`config.mk`:
```
export PLATFORM = sky130hd
export DESIGN_NAME = array_counter_regs
export DESIGN_NICKNAME = d
export VERILOG_FILES = /design/src/rtl/array_regs_pkg.sv /design/src/rtl/array_counter_regs.sv /design/src/rtl/compare_value_store.sv /design/src/rtl/sfr_decode.sv
export SDC_FILE = /design/constraint.sdc
export NUM_CORES = 1
export LEC_CHECK = 0
export ABC_AREA = 1
export BUFFER_PORTS_ARGS = -buffer_cell sky130_fd_sc_hd__buf_2
export CAP_MARGIN = 20
export CORE_AREA = 2 2 175 177
export DETAILED_ROUTE_END_ITERATION = 10
export DIE_AREA = 0 0 177 179
export HOLD_SLACK_MARGIN = 0.12
export PLACE_DENSITY = 0.74
export RECOVER_POWER = 25
export SLEW_MARGIN = 40
export SYNTH_ARGS = -nofsm -noshare
export SYNTH_HDL_FRONTEND = slang
export SYNTH_SLANG_ARGS = --single-unit
```
`constraint.sdc`:
```
create_clock -name clock -period 2.14 [get_ports clock]
set_input_delay 0.214 -clock clock [delete_from_list [all_inputs] [get_ports clock]]
set_output_delay 0.214 -clock clock [all_outputs]
set_load 0.05 [all_outputs]
```
`src/rtl/array_regs_pkg.sv`:
```
// Constants and types for the counter array register block
package array_regs_pkg;

	localparam int          NUM_MODULES   = 6;
	localparam logic [7:0]  BYTE_RESET    = 8'h00;
	localparam logic [15:0] WORD_RESET    = 16'h0000;

	// ---------------------------------------------------------------
	// Register addresses
	// ---------------------------------------------------------------
	localparam logic [7:0] ADDR_COUNTER_LOW  = 8'hf9;
	localparam logic [7:0] ADDR_COUNTER_HIGH = 8'hfa;
	localparam logic [7:0] ADDR_CMP_LOW_M0   = 8'hfb;
	localparam logic [7:0] ADDR_CMP_HIGH_M0  = 8'hfc;
	localparam logic [7:0] ADDR_CMP_LOW_M1   = 8'he9;
	localparam logic [7:0] ADDR_CMP_HIGH_M1  = 8'hea;
	localparam logic [7:0] ADDR_CMP_LOW_M2   = 8'heb;
	localparam logic [7:0] ADDR_CMP_HIGH_M2  = 8'hec;
	localparam logic [7:0] ADDR_CMP_LOW_M3   = 8'hed;
	localparam logic [7:0] ADDR_CMP_HIGH_M3  = 8'hee;
	localparam logic [7:0] ADDR_CMP_LOW_M4   = 8'hfd;
	localparam logic [7:0] ADDR_CMP_HIGH_M4  = 8'hfe;
	localparam logic [7:0] ADDR_CMP_LOW_M5   = 8'hd2;
	localparam logic [7:0] ADDR_CMP_HIGH_M5  = 8'hd3;
	localparam logic [7:0] ADDR_MODE_M0      = 8'hda;
	localparam logic [7:0] ADDR_MODE_M1      = 8'hdb;
	localparam logic [7:0] ADDR_MODE_M2      = 8'hdc;
	localparam logic [7:0] ADDR_MODE_M3      = 8'hdd;
	localparam logic [7:0] ADDR_MODE_M4      = 8'hde;
	localparam logic [7:0] ADDR_MODE_M5      = 8'hce;

	// ---------------------------------------------------------------
	// Field positions
	// ---------------------------------------------------------------
	localparam int MODE_COMPARATOR_ENABLE_BIT = 6;
	localparam int LOW_BYTE_LSB               = 0;
	localparam int HIGH_BYTE_LSB              = 8;
	localparam int WATCHDOG_MODULE            = 5;

	// Cycle length field codes
	localparam logic [1:0] CYCLE_8_BITS  = 2'h0;
	localparam logic [1:0] CYCLE_9_BITS  = 2'h1;
	localparam logic [1:0] CYCLE_10_BITS = 2'h2;
	localparam logic [1:0] CYCLE_11_BITS = 2'h3;

	// Register decode result
	typedef enum logic [2:0] {
		SEL_NONE         = 3'b000,
		SEL_COUNTER_LOW  = 3'b001,
		SEL_COUNTER_HIGH = 3'b010,
		SEL_CMP_LOW      = 3'b011,
		SEL_CMP_HIGH     = 3'b100,
		SEL_MODE         = 3'b101
	} reg_select_t;

endpackage : array_regs_pkg

```
`src/rtl/array_counter_regs.sv`:
```
// Counter, snapshot, compare and mode register access for the counter array
`timescale 1ns/1ps
module array_counter_regs (
	// Clock and reset
	input  wire logic        clock,
	input  wire logic        resetn,
	// Special-function-register bus
	input  wire logic [7:0]  sfr_address,
	input  wire logic        sfr_write,
	input  wire logic        sfr_read,
	input  wire logic [7:0]  sfr_write_data,
	output logic      [7:0]  sfr_read_data,
	output logic             sfr_hit,
	// Control from neighbouring registers
	input  wire logic        watchdog_enable_bit,
	input  wire logic        auto_reload_select,
	input  wire logic [1:0]  cycle_length_field,
	// Counting engine
	input  wire logic        count_tick,
	// Block state
	output logic      [15:0] array_counter,
	output logic      [95:0] compare_value,
	output logic      [95:0] reload_value,
	output logic      [47:0] mode_registers,
	output logic      [5:0]  comparator_enable,
	output logic             cycle_overflow
);

	// ---------------------------------------------------------------
	// State
	// ---------------------------------------------------------------
	typedef struct packed {
		logic [15:0]     counter;
		logic [7:0]      snapshot;
		logic [5:0][7:0] mode;
		logic [7:0]      rdata;
		logic            hit;
		logic            ovf;
		logic            rd_store;
		logic            rd_high;
	} regs_state_t;

	regs_state_t state;
	regs_state_t next_state;

	array_regs_pkg::reg_select_t sel;
	logic [2:0]  idx;
	logic [15:0] cmp_word;
	logic [15:0] rld_word;
	logic        cmp_wl;
	logic        cmp_wh;
	logic        rld_wl;
	logic        rld_wh;
	logic        idx_valid;

	// Overflow bit position for the selected cycle length
	function automatic logic [3:0] overflow_bit(input logic [1:0] field);
		unique case (field)
			array_regs_pkg::CYCLE_8_BITS:  overflow_bit = 4'd7;
			array_regs_pkg::CYCLE_9_BITS:  overflow_bit = 4'd8;
			array_regs_pkg::CYCLE_10_BITS: overflow_bit = 4'd9;
			array_regs_pkg::CYCLE_11_BITS: overflow_bit = 4'd10;
		endcase
	endfunction : overflow_bit

	sfr_decode u_decode (
		.address      (sfr_address),
		.select       (sel),
		.module_index (idx)
	);

	// ---------------------------------------------------------------
	// Compare and reload stores
	// ---------------------------------------------------------------
	assign cmp_wl = sfr_write && sel == array_regs_pkg::SEL_CMP_LOW && !auto_reload_select;
	assign cmp_wh = sfr_write && sel == array_regs_pkg::SEL_CMP_HIGH && !auto_reload_select;
	assign rld_wl = sfr_write && sel == array_regs_pkg::SEL_CMP_LOW && auto_reload_select;
	assign rld_wh = sfr_write && sel == array_regs_pkg::SEL_CMP_HIGH && auto_reload_select;
	assign idx_valid = idx < 3'(array_regs_pkg::NUM_MODULES);

	compare_value_store u_compare (
		.clock       (clock),
		.resetn      (resetn),
		.write_low   (cmp_wl),
		.write_high  (cmp_wh),
		.write_index (idx),
		.write_data  (sfr_write_data),
		.read_index  (idx),
		.read_word   (cmp_word),
		.all_words   (compare_value)
	);

	compare_value_store u_reload (
		.clock       (clock),
		.resetn      (resetn),
		.write_low   (rld_wl),
		.write_high  (rld_wh),
		.write_index (idx),
		.write_data  (sfr_write_data),
		.read_index  (idx),
		.read_word   (rld_word),
		.all_words   (reload_value)
	);

	// ---------------------------------------------------------------
	// Next state
	// ---------------------------------------------------------------
	logic [15:0] next_count;
	logic [3:0]  obit;

	always_comb begin
		next_state = state;
		next_count = state.counter + 16'h0001;
		obit       = overflow_bit(cycle_length_field);
		next_state.hit      = 1'b0;
		next_state.rd_store = 1'b0;
		next_state.rd_high  = 1'b0;
		next_state.rdata    = state.rdata;

		if (count_tick) begin
			next_state.counter = next_count;
			if (state.counter[obit] && !next_count[obit])
				next_state.ovf = 1'b1;
		end

		if (sfr_write && !watchdog_enable_bit) begin
			if (sel == array_regs_pkg::SEL_COUNTER_LOW)
				next_state.counter[7:0] = sfr_write_data;
			if (sel == array_regs_pkg::SEL_COUNTER_HIGH)
				next_state.counter[15:8] = sfr_write_data;
		end

		if (sfr_write && sel == array_regs_pkg::SEL_CMP_LOW && idx_valid)
			next_state.mode[idx][array_regs_pkg::MODE_COMPARATOR_ENABLE_BIT] = 1'b0;
		if (sfr_write && sel == array_regs_pkg::SEL_CMP_HIGH && idx_valid)
			next_state.mode[idx][array_regs_pkg::MODE_COMPARATOR_ENABLE_BIT] = 1'b1;
		if (sfr_write && sel == array_regs_pkg::SEL_MODE && idx_valid &&
			!(idx == 3'(array_regs_pkg::WATCHDOG_MODULE) && watchdog_enable_bit))
			next_state.mode[idx] = sfr_write_data;

		if (sfr_read) begin
			next_state.hit = (sel != array_regs_pkg::SEL_NONE);
			unique case (sel)
				array_regs_pkg::SEL_COUNTER_LOW: begin
					next_state.rdata    = state.counter[7:0];
					next_state.snapshot = state.counter[15:8];
				end
				array_regs_pkg::SEL_COUNTER_HIGH: next_state.rdata = state.snapshot;
				array_regs_pkg::SEL_CMP_LOW:  next_state.rd_store = 1'b1;
				array_regs_pkg::SEL_CMP_HIGH: begin
					next_state.rd_store = 1'b1;
					next_state.rd_high  = 1'b1;
				end
				array_regs_pkg::SEL_MODE: next_state.rdata = idx_valid ? state.mode[idx]
					: array_regs_pkg::BYTE_RESET;
				array_regs_pkg::SEL_NONE: next_state.rdata = array_regs_pkg::BYTE_RESET;
			endcase
		end
	end

	always_ff @(posedge clock) begin
		if (!resetn)
			state <= '0;
		else
			state <= next_state;
	end

	// ---------------------------------------------------------------
	// Outputs
	// ---------------------------------------------------------------
	logic [7:0]  rd_sel_l;
	logic [7:0]  rd_sel_h;
	logic [5:0]  cmp_en;

	// Store lookup lands in the same cycle as the registered byte
	assign rd_sel_l = auto_reload_select ? rld_word[7:0] : cmp_word[7:0];
	assign rd_sel_h = auto_reload_select ? rld_word[15:8] : cmp_word[15:8];
	assign sfr_read_data = !state.rd_store ? state.rdata
		: (state.rd_high ? rd_sel_h : rd_sel_l);
	assign sfr_hit        = state.hit;
	assign array_counter  = state.counter;
	assign mode_registers = state.mode;
	assign cycle_overflow = state.ovf;

	always_comb begin
		for (int m = 0; m < array_regs_pkg::NUM_MODULES; m++)
			cmp_en[m] = state.mode[m][array_regs_pkg::MODE_COMPARATOR_ENABLE_BIT];
	end
	assign comparator_enable = cmp_en;
endmodule : array_counter_regs

```
`src/rtl/compare_value_store.sv`:
```
// Six-entry byte-lane store for compare or reload values, registered read
`timescale 1ns/1ps
module compare_value_store (
	// Clock and reset
	input  wire logic        clock,
	input  wire logic        resetn,
	// Write port
	input  wire logic        write_low,
	input  wire logic        write_high,
	input  wire logic [2:0]  write_index,
	input  wire logic [7:0]  write_data,
	// Read port
	input  wire logic [2:0]  read_index,
	output logic      [15:0] read_word,
	// Whole contents
	output logic      [95:0] all_words
);

	typedef struct packed {
		logic [5:0][15:0] word;
		logic [15:0]      rd;
	} store_state_t;

	store_state_t state;
	store_state_t next_state;

	always_comb begin
		next_state = state;
		if (write_index < 3'(array_regs_pkg::NUM_MODULES)) begin
			if (write_low)
				next_state.word[write_index][7:0] = write_data;
			if (write_high)
				next_state.word[write_index][15:8] = write_data;
		end
		if (read_index < 3'(array_regs_pkg::NUM_MODULES))
			next_state.rd = state.word[read_index];
		else
			next_state.rd = array_regs_pkg::WORD_RESET;
	end

	always_ff @(posedge clock) begin
		if (!resetn)
			state <= '0;
		else
			state <= next_state;
	end

	assign read_word = state.rd;
	assign all_words = state.word;

endmodule : compare_value_store

```
`src/rtl/sfr_decode.sv`:
```
// Address decode of the counter array special-function registers
`timescale 1ns/1ps
module sfr_decode (
	// Address in
	input  wire logic                        [7:0] address,
	// Decode out
	output array_regs_pkg::reg_select_t           select,
	output logic                             [2:0] module_index
);

	always_comb begin
		select       = array_regs_pkg::SEL_NONE;
		module_index = 3'd0;
		unique case (address)
			array_regs_pkg::ADDR_COUNTER_LOW:  select = array_regs_pkg::SEL_COUNTER_LOW;
			array_regs_pkg::ADDR_COUNTER_HIGH: select = array_regs_pkg::SEL_COUNTER_HIGH;
			array_regs_pkg::ADDR_CMP_LOW_M0: begin select = array_regs_pkg::SEL_CMP_LOW; module_index = 3'd0; end
			array_regs_pkg::ADDR_CMP_LOW_M1: begin select = array_regs_pkg::SEL_CMP_LOW; module_index = 3'd1; end
			array_regs_pkg::ADDR_CMP_LOW_M2: begin select = array_regs_pkg::SEL_CMP_LOW; module_index = 3'd2; end
			array_regs_pkg::ADDR_CMP_LOW_M3: begin select = array_regs_pkg::SEL_CMP_LOW; module_index = 3'd3; end
			array_regs_pkg::ADDR_CMP_LOW_M4: begin select = array_regs_pkg::SEL_CMP_LOW; module_index = 3'd4; end
			array_regs_pkg::ADDR_CMP_LOW_M5: begin select = array_regs_pkg::SEL_CMP_LOW; module_index = 3'd5; end
			array_regs_pkg::ADDR_CMP_HIGH_M0: begin select = array_regs_pkg::SEL_CMP_HIGH; module_index = 3'd0; end
			array_regs_pkg::ADDR_CMP_HIGH_M1: begin select = array_regs_pkg::SEL_CMP_HIGH; module_index = 3'd1; end
			array_regs_pkg::ADDR_CMP_HIGH_M2: begin select = array_regs_pkg::SEL_CMP_HIGH; module_index = 3'd2; end
			array_regs_pkg::ADDR_CMP_HIGH_M3: begin select = array_regs_pkg::SEL_CMP_HIGH; module_index = 3'd3; end
			array_regs_pkg::ADDR_CMP_HIGH_M4: begin select = array_regs_pkg::SEL_CMP_HIGH; module_index = 3'd4; end
			array_regs_pkg::ADDR_CMP_HIGH_M5: begin select = array_regs_pkg::SEL_CMP_HIGH; module_index = 3'd5; end
			array_regs_pkg::ADDR_MODE_M0: begin select = array_regs_pkg::SEL_MODE; module_index = 3'd0; end
			array_regs_pkg::ADDR_MODE_M1: begin select = array_regs_pkg::SEL_MODE; module_index = 3'd1; end
			array_regs_pkg::ADDR_MODE_M2: begin select = array_regs_pkg::SEL_MODE; module_index = 3'd2; end
			array_regs_pkg::ADDR_MODE_M3: begin select = array_regs_pkg::SEL_MODE; module_index = 3'd3; end
			array_regs_pkg::ADDR_MODE_M4: begin select = array_regs_pkg::SEL_MODE; module_index = 3'd4; end
			array_regs_pkg::ADDR_MODE_M5: begin select = array_regs_pkg::SEL_MODE; module_index = 3'd5; end
			default: select = array_regs_pkg::SEL_NONE;
		endcase
	end

endmodule : sfr_decode

```
After elaboration in Yosys (flattened, before gate mapping)

Index checks and enable logic that the tools add are counted.

$add $sub $neg: 1
Magnitude comparators: 4
Equality and inequality tests: 29
Muxes and demuxes: 47
Bitwise logic cells: 3
Reduce and logical (&&, ||, !) cells: 37

Operators with widths:

| kind                    | number |
|---|---|
| $mux W96                | 6 |
| $bwmux W96              | 4 |
| $eq A8 B8 Y1 const B    | 20 |
| $mux W48                | 3 |
| $bmux W16 S3            | 2 |
| $demux W16 S3           | 2 |
| $mux W16                | 5 |
| $mux W8                 | 10 |
| $and A48 B48 Y48        | 1 |
| $bwmux W48              | 1 |
| $demux W8 S3            | 2 |
| $not A48 Y48            | 1 |
| $or A48 B48 Y48         | 1 |
| $pmux W8 S4             | 1 |
| $pmux W3 S5             | 2 |
| $bmux W8 S3             | 1 |
| $reduce_or A6 Y1        | 3 |
| $add A16 B1 Y16 const B | 1 |
| $pmux W4 S4             | 1 |
| $logic_and A1 B1 Y1     | 15 |
| $reduce_or A3 Y1        | 5 |
| $reduce_and A2 Y1       | 5 |
| $eq A3 B3 Y1 const B    | 3 |
| $bmux W1 S4             | 2 |
| other kinds (16)        | 24 |

Flip-flop bits (word level): 308
Input port bits: 25

Logic depth before layout (Yosys ltp)

Gate-level depths: netlist of the first run.

Depth in word-level cells: 14
Gate-level depth with buffers: 15
Gate-level depth less buffers: 14

Hierarchy

Synthesis of the first run repeated with hierarchy kept, for this count alone.

Cells, all modules: 2285
Area total of the unflattened synthesis: 15372.2 um^2

By module, submodules not included:

| module              | times used | cells an instance | area each (um^2) |
|---|---|---|---|
| compare_value_store | 2          | 745               | 5004.8 |
| array_counter_regs  | 1          | 721               | 5037.3 |
| sfr_decode          | 1          | 74                | 325.3 |

Worst setup path before layout of the first run

OpenSTA, ideal clock, no wires.

Path kind: input port to output port
Start: in auto_reload_select
End: out sfr_read_data[5]
Data arrival time: 1770 ps
Path slack: 156 ps
Stages: 7
Path buffers: 2
Cells stage by stage: clkbuf_1 > inv_2 > clkbuf_1 > nor2_1 > o32ai_1 > nand2_1 > o21ai_0

Longest elaborated chain between the ends: 3
Elaborated cells on any way between the ends: 4
Classes of those cells: mux: 4

Ends and longest elaborated chain:

| element                    | line                                                 | RTL |
|---|---|---|
| start, declared            | array_counter_regs.sv:16                             | `input wire logic auto_reload_select,` |
| $mux W8 (on tied branches) | array_counter_regs.sv:176, array_counter_regs.sv:177 |  |
| $mux W8 *                  | array_counter_regs.sv:179                            | `: (state.rd_high ? rd_sel_h : rd_sel_l);` |
| $mux W8 *                  | array_counter_regs.sv:178                            | `assign sfr_read_data = !state.rd_store ? state.rdata` |
| end, declared              | array_counter_regs.sv:12                             | `output logic [7:0] sfr_read_data,` |

Every way passes the cells marked *; elsewhere a longest branch is shown, timed or not.

Final worst setup path of the first run

Start: reg state[0] (netlist name)
End: out sfr_read_data[3]

Longest elaborated chain between the ends: 2

Ends and longest elaborated chain:

| element                | line                      | RTL |
|---|---|---|
| start, declared        | array_counter_regs.sv:43  | `regs_state_t state;` |
| start signal, assigned | array_counter_regs.sv:165 | `state <= next_state;` |
| $mux W8                | array_counter_regs.sv:179 |  |
| $mux W8                | array_counter_regs.sv:178 |  |

No other way between the ends.

==> results of run 1 <==
layout by cell type (no fill, tap or decap), drive strengths merged:
master,count
a21boi,1
a21oi,298
a22o,16
a22oi,1
a311oi,1
a31oi,2
and3,1
buf,253
bufinv,5
clkbuf,183
clkinv,4
dfxtp,308
dlygate4sd3,5
ha,3
inv,281
nand2,570
nand3,70
nand3b,8
nand4,8
nor2,190
nor3,4
o211ai,40
o21ai,190
o22ai,16
o32ai,8
xnor2,1
xor2,10
timing repair:
item | in CTS | in global routing
endpoints found under the setup margin | 8 | 8
resized for setup | 5 | 13
endpoints found under the hold margin | 13 | 0
hold buffers | 5 | 0
final cells by class:
type                    instances  area share [%]
clock inverters                11            1.11
flip-flops and latches        308            34.4
multi-input cells            1438            37.5
clock buffers                  48            5.55
well taps                     396            2.76
repair buffers                393            12.9
inverters                     279            5.87
registers in the layout (all words and copies together), names as in the netlist, named ones only:
signal               cells
state                   18
mode_registers          42
u_compare.read_word     16
cycle_overflow           1
u_compare.all_words     96
array_counter           16
u_reload.read_word      16
sfr_hit                  1
u_reload.all_words      96
worst max path at each step:
| stage | start | end | slack [ps] | cells after the start |
|---|---|---|---|---|
| global placement | sfr_address[5] | u_reload.read_word[13] | -50 | 14 |
| CTS | state[0] | sfr_read_data[7] | 5 | 4 |
| detailed placement | sfr_address[5] | u_reload.read_word[13] | -50 | 14 |
| global route | state[0] | sfr_read_data[6] | -30 | 6 |
| floorplan | auto_reload_select | sfr_read_data[5] | 160 | 7 |
| finish | state[0] | sfr_read_data[3] | 30 | 5 |
per-stage QoR:
step / instance area [µm²] / cells
after detailed placement: 16800 / 2809
after global placement: 16800 / 2809
final: 18000 / 2873
after global routing: 18000 / 2873
after floorplan: 15000 / 2211
after CTS: 18100 / 2873
cell families (layout without fill, tap and decap cells):
logic type	count (synthesis)	in the layout	synth area share [%]
and+or+nand+nor	851	851	23.3
AOI/OAI and AO/OA	573	573	20.6
buffers and inverters	465	731	14.0
DFF	308	308	41.2
xor gates and xnor gates	11	11	0.644
adders and majority gates	3	3	0.251
worst max-delay path, delay by kind of cell, from the launching register on:
| kind | cells | cell delay (ps) |
|---|---|---|
| buf+inv | 2 | 450 |
| simple gates | 1 | 40 |
| flops | 1 | 400 |
| compound gates | 2 | 490 |
per-layer routing:
layer,up-vias,share of wire [%]
met5,-,0.023
met4,2,5.3
met3,185,12
met2,1000,45
met1,7420,38
li1,7531,-
power by group:
group	internal (mW)	switching [mW]	leakage [nW]	total [mW]
Clock	3.87	2.46	0.586	6.33
Sequential	5.76	0.0202	2.48	5.79
Combinational	0.226	0.576	4.50	0.802
==> results by stage, run 1 <==
Synthesis:
- The netlist uses 35 different library cells.
- The top cell type by area accounts for 41.2% of the synthesized area.
- The cell area after synthesis is 15000 µm².
- The synthesized area divided by synthesized cell count is 6.77 µm².
- The most instantiated library cell after synthesis is sky130_fd_sc_hd__nand2_1.
- By count the netlist is led by sky130_fd_sc_hd__nand2_1, sky130_fd_sc_hd__dfxtp_1, sky130_fd_sc_hd__a21oi_1.
- Synthesis produced a netlist whose cell count is 2211.
- The number of enable flip-flop cells after synthesis is 0.
- The async set-reset flop share out of synthesis is 0%.
- The net count after synthesis is 2239.
- The most instantiated flip-flop cell in the synthesis netlist is sky130_fd_sc_hd__dfxtp_1.
- The sequential fraction of the synthesis area is 41.2%.
- The leading area contributor after synthesis is sky130_fd_sc_hd__dfxtp_1.
- Sorting the synthesized cells by area gives the leading types as sky130_fd_sc_hd__dfxtp_1, sky130_fd_sc_hd__nand2_1, sky130_fd_sc_hd__a21oi_1.
- Yosys printed 0 warnings.
- The number of synthesized register bits is 308.

Setup path:
- For this run, the slowest stage of the critical path takes 400 ps.
- The type of element launching the critical path is a register.
- The worst setup path is captured at a primary output.
- The critical path class is register to primary output.
- The data required time at the worst endpoint is 1930 ps.
- The count of cells along the worst register-to-register path is 8.
- Traced cell by cell, the critical path runs through o32ai_1, buf_4, nand2_1, o21ai_0, buf_4.
- The cell occurring most often along the worst timing path is sky130_fd_sc_hd__buf_4.
- The critical register-to-register path endpoint is array_counter[14].
- The data arrival time at the worst-slack endpoint is 1900 ps.
- On the critical path, the stage with the largest delay is an instance of sky130_fd_sc_hd__dfxtp_4.
- The maximum fanout encountered on the critical timing path is 16.
- The setup check on the worst reg-to-reg path leaves a slack of 260 ps.
- The startpoint of the worst-slack reg-to-reg timing path is array_counter[4].

Pwr:
- The leakage power is 7.57 nW.
- The power density relative to cell area is 719 nW/µm².
- The total power after layout is 12.9 mW.
- VDD sags by at most 0.563 mV.

Floorplan:
- The core region is 30000 µm².
- The initial core utilization is 49.8%.
- The height of the die is 179 µm.
- Measured along the x axis, the die boundary spans 177 µm.
- Pin placement for this block handled 297 I/O pins.
- The die covers 31700 µm².
- In this run the core area contains 64 standard-cell rows.

Clock tree:
- The maximum number of buffers from clock root to sink is 3.
- The H-tree depth reported by CTS is 2.
- Buffers added to address setup during post-CTS repair amount to 0.
- The cell chosen for the clock root is sky130_fd_sc_hd__clkbuf_16.
- The clock net in this run drives a total of 308 sinks.
- TritonCTS built the clock tree.
- The clock-pin slew on the worst setup and hold paths is 60 ps.
- The later-pin clock latency in the skew report is 520 ps.
- TritonCTS created 35 clock buffers.

Status:
- The run finished with clean final reports.

STA:
- The hold violation total from the final report is 0.
- The final worst slack is 27.8 ps.
- The final critical delay including setup and external delays is 2110 ps.
- The setup TNS is 0 ps.
- The ratio of final minimum period to clock period is 98.7%.
- The number of setup violations in the final report is 0.
- Setup repair after global routing could not meet its margin everywhere.
- Hold is met by 150 ps.
- The worst slew margin relative to its limit is 26.0%.
- The worst clock skew on the final layout is 19.5 ps.
- The count of final max-slew check failures is 0.
- Timing would allow up to 473 MHz.
- For the pin with the worst max-slew slack, the measured transition is 1110 ps.

Hold path:
- The min-delay analysis places its worst path in the category primary input to register.
- The worst hold path terminates at array_counter[1].
- The startpoint identified for the worst hold timing path is count_tick.
- The cell count of the worst hold path is 3.

GRT:
- The first global-routing pass estimated 84100 µm of wire.
- Global routing used 34.6% of the available tracks across all layers.
- The pin count of the biggest net entering global routing is 108.
- The number of global-route vias before repair came to 14.7k.
- The global-route track usage on met2 is 55.3%.
- For this run the aggregate overflow at the end of global routing stands at 0.
- met2 is the most crowded layer.
- The initial antenna violation count was 2.
- The met1 capacity usage during global routing is 44.0%.
- In the global route stage, met3 resource usage came out at 7.82%.

Final layout:
- The number of antenna repair diodes is 0.
- The number of nets in the final layout is 2483.
- Counting the fill cells in the layout gives 2861.
- The final standard cell utilization of the core is 59.8%.
- The signed area change from the synthesized netlist to the final layout is 20.0%.
- The multi-input logic area is 6730 µm².
- The share of post-route cells with drive strength above 1 is 14.3%.
- Registers take 6170 µm².

Place:
- During placement, the flow inserted port buffers numbering 296.
- At the end of routability-driven placement, the weighted congestion stood at 1.04.
- Before CTS, the worst setup slack after placement is -47.5 ps.
- Once detailed placement completed, the half-perimeter wirelength came to 41900 µm.

Route:
- The number of detailed-routing iterations run before antenna repair is 9.
- The number of DRC markers in iteration 0 is 1948.
- Summing over every cut layer, the via total after detailed routing is 16.1k.
- Using the TritonRoute via totals, the vias-per-cell ratio works out to 5.62.
- The count of nets left with antenna violations after detail routing is 0.
- The residual DRC count is 0.
- In the final routed layout, each cell accounts on average for 19.6 µm.
- The routed design has 56400 µm of wire.

Flow run:
- The max-cap violation count is 0.
(Power assumes the default switching activity.)
==> run 2, diff against run 1 <==
REMOVE_ABC_BUFFERS = 1   (was unset)
==> run 2 against run 1 <==
Power barely moved. Utilization down 0.27 points. Fmax up 1.1%. Highest routed layer is now met4. Clock power hardly changed. Non-clock buffer count is 8 lower. Largest power group unchanged. Largest cell class unchanged. Clock skew is essentially flat. Clock-buffer cell count rose by 1.
==> results by stage, run 2 (synthesis results as in run 1) <==
Setup path:
- Broken down by cell family, the worst path's largest delay share belongs to compound AO/OA/AOI/OAI gates.
- The data required time at the worst endpoint is 1930 ps.
- The startpoint identified for the worst register-to-register timing path is array_counter[4].
- The worst register-to-register path has a setup slack of 350 ps.
- The worst setup path is launched from a register.
- The worst-path cell with the longest stage delay is sky130_fd_sc_hd__dfxtp_1.
- STA classifies the critical path endpoint as a primary output.
- Measured in cells, the most critical reg-to-reg path has a length of 8.
- The maximum fanout encountered on the critical timing path is 1.
- The critical path in this run is classified as register to primary output.
- The number of buffer and inverter instances along the worst setup path is 1.
- The data arrival time at the worst-slack endpoint is 1870 ps.
- The critical register-to-register path endpoint is array_counter[14].
- In this design, the stage delay of the slowest critical-path cell is 380 ps.
- Traced cell by cell, the critical path runs through nor2_1, o32ai_2, nand2_1, o21ai_0, buf_4.

STA:
- Setup repair after global routing left no endpoint under its margin.
- In this run the tightest slew margin relative to its limit is 15.7%.
- In the finished design, the share of the clock period the worst path needs comes to 97.6%.
- At the pin with the least slew margin, the transition time is 1260 ps.
- On the final layout, the worst hold slack is 148 ps.
- Setup violations remaining at the end of the flow were counted as 0.
- The hold violation total from the final report is 0.
- On the final layout, the worst clock skew is 19.4 ps.
- Static timing analysis puts the maximum clock frequency at 479 MHz.
- The clock period could shrink to 2090 ps.
- The count of final max-slew check failures was 0.
- The setup TNS is 0 ps.

Final layout:
- The net count of the finished layout is 2475.
- The signed area change from the synthesized netlist to the final layout is 19.5%.
- Leaving out fill and tap cells, the most frequent cells in the layout are sky130_fd_sc_hd__nand2_1, sky130_fd_sc_hd__dfxtp_1, sky130_fd_sc_hd__a21oi_1.
- The register area is 6170 µm².
- The multi-input logic area is 6770 µm².
- The share of post-route cells with drive strength above 1 is 14.7%.
- The final non-filler cell area is 17900 µm².
- The number of fillers in the final layout is 2859.
- Leaving out fill and tap cells, the most frequent cell in the layout is sky130_fd_sc_hd__nand2_1.

Route:
- The number of DRC markers in iteration 0 is 1627.
- The overall routed net length is 52700 µm.
- The number of detailed-routing iterations run before antenna repair is 6.
- The average wire per standard cell is 18.3 µm.
- The count of nets left with antenna violations after detail routing is 0.
- The total via count in the routed design is 15.8k.
- In the routed design, unresolved DRC markers number 0.
- The number of vias per cell after detailed routing is 5.50.

GRT:
- The first global-routing pass estimated 78300 µm of wire.
- Entering global routing, the biggest net connects 70 pins.
- The initial antenna violation count is 1.
- The number of global-route vias before repair was 14.0k.
- For this run the aggregate overflow at the end of global routing stands at 0.
- The global-route total usage across every layer is 32.0%.

Clock tree:
- After clock tree synthesis, the clock-pin slew on the worst setup and hold paths is 60 ps.
- The H-tree depth reported by CTS is 2.
- In this run, CTS created clock tree buffers numbering 35.
- The setup fix buffers added after clock tree synthesis is 0.
- The clock passes through at most 3 buffers.
- The root buffer cell chosen for the clock tree is sky130_fd_sc_hd__clkbuf_16.
- Counting every sink on the clock net gives 308.
- The clock tree from TritonCTS is done.
- Clock latency on the worst-skew pair, taken at its later pin, is 530 ps.

Place:
- During placement, the flow inserted port buffers numbering 296.
- The HPWL after detailed placement is 38300 µm.
- In this run the cell area measured after placement is 16700 µm².
- At the end of routability-driven placement, the weighted congestion stood at 0.922.

Floorplan:
- The width of the die is 177 µm.
- The placeable core region is 30000 µm².
- The die covers 31700 µm².
- The total I/O pin count is 297.
- After floorplanning, the core was divided into 64 placement rows.
- The initial core utilization is 49.8%.
- The floorplan step set the die height to 179 µm.

Hold path:
- For hold timing, the worst endpoint is array_counter[1].
- The startpoint of the tightest hold check path is count_tick.
- The min-delay analysis places its worst path in the category primary input to register.
- The cell count of the worst hold path is 3.

Pwr:
- The sequential group share of total power is 44.8%.
- For this design the ratio of total power to cell area is 722 nW/µm².
- The leakage power is 7.56 nW.
- The worst vdd rail ir drop is 0.571 mV.
- Cell internal power was estimated by the tool at 9.83 mW.
- The clock share of power is 49.1%.
- The analysis attributes to net switching a power of 3.07 mW.
- The combinational share of power is 6.0%.
- The switching part of the total power is 23.8%.
- The total power after layout is 12.9 mW.

Flow run:
- The tool flagged a number of max-cap violations equal to 0.

Status:
- The run finished with clean final reports.
## run 2: cell count changes in the layout (fill, tap and decap cells not counted), sizes merged
cell and delta:
bufinv -1, clkinv +2, buf -5, inv +2, diode +1, dlygate4sd3 -2
## run 2: cell type report
type	count	share of cell area, %
tap	396	2.77
multi-input combinational	1438	37.9
antenna	1	0.0140
sequential	308	34.5
clock inverter	14	1.05
inverter	279	5.90
timing repair buffer	385	12.2
clock buffer	49	5.75
## run 2: worst max-delay path by stage
stage                      startpoint                 endpoint  slack [ps]  cells after the start
4_1_cts                      state[0]         sfr_read_data[7]           4                      4
3_5_place_dp           sfr_address[5]  u_compare.all_words[52]         -60                     11
2_1_floorplan          sfr_address[3]    u_reload.read_word[0]        -750                     10
3_3_place_gp           sfr_address[5]   u_compare.read_word[2]         -50                     14
6_report       u_compare.read_word[3]         sfr_read_data[3]          50                      5
5_1_grt                      state[0]         sfr_read_data[4]           1                      5
## run 2: worst register-to-register path: stages (launching register included)
cell and delay, ps:
sky130_fd_sc_hd__dfxtp_1 320, sky130_fd_sc_hd__inv_1 80, sky130_fd_sc_hd__nor3_1 440, sky130_fd_sc_hd__nand3_1 210
sky130_fd_sc_hd__nor3_1 270, sky130_fd_sc_hd__xnor2_1 160, sky130_fd_sc_hd__nand2_1 60, sky130_fd_sc_hd__o211ai_1 80
sky130_fd_sc_hd__inv_1 70
## run 2: per-layer routing
layer	vias up	share of wire, %	GRT usage (%)
met3	136	9.5	5.28
met4	0	4.8	14.9
met1	7282	41	43.4
met5	-	0	0
li1	7506	-	-
met2	854	44	49.7
## run 2: through the flow
step / utilization (%) / cells / worst slack (ps)
after floorplan: - / 2025 / -751
after global placement: 55.7 / 2803 / -53.7
after detailed placement: 55.7 / 2803 / -63.1
after CTS: 59.9 / 2869 / 4.47
after global routing: 59.5 / 2870 / 1.10
final: 59.5 / 2870 / 51.2
## run 2: power groups by stage
stage / Sequential (mW) / Combinational, mW / Clock [mW]
floorplan: 5.95 / 0.355 / 0
global placement: 5.91 / 0.738 / 0
detailed placement: 5.91 / 0.745 / 0
CTS: 5.78 / 0.755 / 6.38
global route: 5.78 / 0.841 / 6.61
finish: 5.78 / 0.779 / 6.34
## run 2: timing repair
action,4_1_cts,5_1_grt
hold buffers,3,0
setup endpoints to repair,8,8
gates resized for setup,3,15
hold endpoints to repair,7,0
==> run 3, diff against run 2 <==
BUFFER_PORTS_ARGS = unset   (was -buffer_cell sky130_fd_sc_hd__buf_2)
DONT_BUFFER_PORTS = 1   (was unset)
PLACE_DENSITY = 0.65   (was 0.74)
==> run 3 against run 2 <==
Clock skew is 5.5 ps higher. Non-clock buffer count is 143 lower. Power is 4.7% lower. Cell area is 4.2% lower. Combinational power is 3.5% lower. Clock-buffer cell count is 1 higher. Via count is 4.4% lower. Critical path type unchanged.
==> results by stage, run 3 (synthesis results as in run 1) <==
Pwr:
- The worst vdd rail ir drop is 0.733 mV.
- The leakage power is 6.70 nW.
- The power density relative to cell area is 718 nW/µm².

Clock tree:
- The clock tree from TritonCTS is done.
- The number of sinks on the clock net is 308.
- The maximum number of buffers from clock root to sink is 3.
- After clock tree synthesis, the clock-pin slew on the worst setup and hold paths is 60 ps.
- The cell chosen for the clock root is sky130_fd_sc_hd__clkbuf_16.
- At the later pin of the worst-skew pair, clock insertion delay measures 530 ps.
- The H-tree was split into 2 levels.
- Buffers inserted during clock tree synthesis total 35.

Floorplan:
- Measured along the y axis, the die boundary spans 179 µm.
- The total I/O pin count is 297.
- The floorplan step defined a die boundary enclosing 31700 µm².
- The number of rows in the core area is 64.
- The width of the die is 177 µm.
- The initial core utilization is 49.8%.
- The core region is 30000 µm².

GRT:
- Global routing used 33.8% of the available tracks.
- Entering global routing, the biggest net connects 138 pins.
- The initial antenna violation count came to 2.
- The residual overflow from global routing is 0.
- The wire length of the first global-routing pass is 81800 µm.
- The number of global-route vias before repair is 13.6k.

Final layout:
- After the last flow step, the layout net total stands at 2332.
- The final non-filler cell area is 17100 µm².
- The share of post-route cells with drive strength above 1 is 8.71%.
- The number of fillers in the final layout is 3056.
- The number of non-filler instances in the completed layout is 2729.
- Leaving out fill and tap cells, the most frequent cells in the layout are sky130_fd_sc_hd__nand2_1, sky130_fd_sc_hd__dfxtp_1, sky130_fd_sc_hd__a21oi_1.
- From synthesis to final layout, the design area changed by 14.4%.
- The commonest non-fill, non-tap cell in the layout is sky130_fd_sc_hd__nand2_1.

Setup path:
- Of all nets on the critical path, the largest fanout is 16.
- STA classifies the critical path startpoint as a register.
- The critical path class is register to primary output.
- STA classifies the critical path endpoint as a primary output.
- At the worst endpoint, the arrival time is 1860 ps.
- The data required time at the worst endpoint is 1930 ps.
- In this run the register-to-register setup slack is 210 ps.

Route:
- The total via count in the routed design is 15.1k.
- The number of vias per cell after detailed routing is 5.53.
- The number of DRC markers in iteration 0 is 1458.
- After detailed routing, the average wire length per cell comes to 20.4 µm.
- The number of detailed-routing iterations run before antenna repair is 6.
- After detailed routing, the number of remaining DRC violations is 0.
- The count of nets left with antenna violations after detail routing is 0.
- The overall routed net length is 55500 µm.

STA:
- The hold violation total from the final report was 0.
- Setup repair after global routing left no endpoint under its margin.
- Across the routed clock network, the largest skew measured is 24.9 ps.
- Adding up every negative setup slack in the final design gives 0 ps.
- The final critical delay including setup and external delays is 2070 ps.
- At the pin with the least slew margin, the transition time is 958 ps.
- The worst slew margin relative to its limit is 35.9%.
- The count of final max-slew check failures is 0.
- The number of setup violations in the final report is 0.
- The final critical path takes up 96.8% of the cycle.
- The final worst slack is 68.3 ps.
- The highest attainable clock frequency is 483 MHz.

Place:
- The number of cells after detailed placement is 2644.
- The count of buffers from port buffering is 0.
- The post-DP HPWL is 38800 µm.
- Summing all placed instances gives a cell area of 16300 µm².
- At the placement stage, the worst setup path has a slack of -40.7 ps.
- Routability-driven placement finished with a final weighted congestion of 0.926.

Flow run:
- Across the run, the number of max-cap violations was 0.

Hold path:
- The tightest min-delay check is of the primary input to register type.

Status:
- The run finished with clean final reports.
## run 3: cell types whose count changed in the layout (fill, tap and decap cells not counted), sizes merged, moves of 3 or more
cell,delta
buf,-149
dlygate4sd3,+11
clkinv,+5
bufinv,-4
clkbuf,-4
inv,-4
clkinvlp,+3
## run 3: cell type report
class                      count  area, µm²  share of cell area (%)
clock inverter                14       90.1                   0.526
tap                          396        495                    2.89
inverter                     279       1060                    6.18
multi-input combinational   1438       6740                    39.3
antenna                        2       5.00                  0.0292
sequential                   308       6170                    36.0
clock buffer                  50       1000                    5.86
timing repair buffer         242       1570                    9.15
## run 3: where the power goes
group	switching, mW	internal [mW]
clock network	2.47	3.29
registers	0.0256	5.77
logic	0.556	0.196
## run 3: critical path, stage by stage (launching register included)
cell,delay (ps)
sky130_fd_sc_hd__dfxtp_2,400
sky130_fd_sc_hd__o32ai_1,500
sky130_fd_sc_hd__nand2_1,90
sky130_fd_sc_hd__o21ai_1,90
sky130_fd_sc_hd__buf_4,230
## run 3: worst paths after layout
path | startpoint | end | cells after the start
min reg2reg | state[63] | state[63] | 2
min | resetn | u_reload.all_words[83] | 3
max reg2reg | u_reload.all_words[82] | u_reload.read_word[2] | 8
max | state[0] | sfr_read_data[4] | 4
## run 3: repair_timing
item / CTS / global route
setup endpoints to repair: 2 / 3
pin swaps: 0 / 1
setup buffers: 0 / 2
hold buffers: 16 / 0
hold endpoints to repair: 215 / 0
resized for setup: 1 / 9
gates cloned: 0 / 1
## run 3: stage by stage
| step | total power [mW] | hold slack [ps] | utilization [%] |
|---|---|---|---|
| after floorplan | 6.31 | 312 | - |
| after global placement | 6.53 | 331 | 54.1 |
| after detailed placement | 6.53 | 338 | 54.1 |
| after CTS | 12.3 | 122 | 58.4 |
| after global routing | 12.6 | 164 | 57.0 |
| final | 12.3 | 114 | 57.0 |
## run 3: routing by layer
| metal | wire, µm | GRT usage (%) | part of all wire, % | vias to the layer above |
|---|---|---|---|---|
| met5 | 14 | 0 | 0.025 | - |
| met4 | 2130 | 12.1 | 3.8 | 2 |
| met3 | 5820 | 8.61 | 10 | 115 |
| met2 | 24800 | 53.8 | 45 | 718 |
| met1 | 22800 | 44.5 | 41 | 7028 |
| li1 | - | - | - | 7221 |
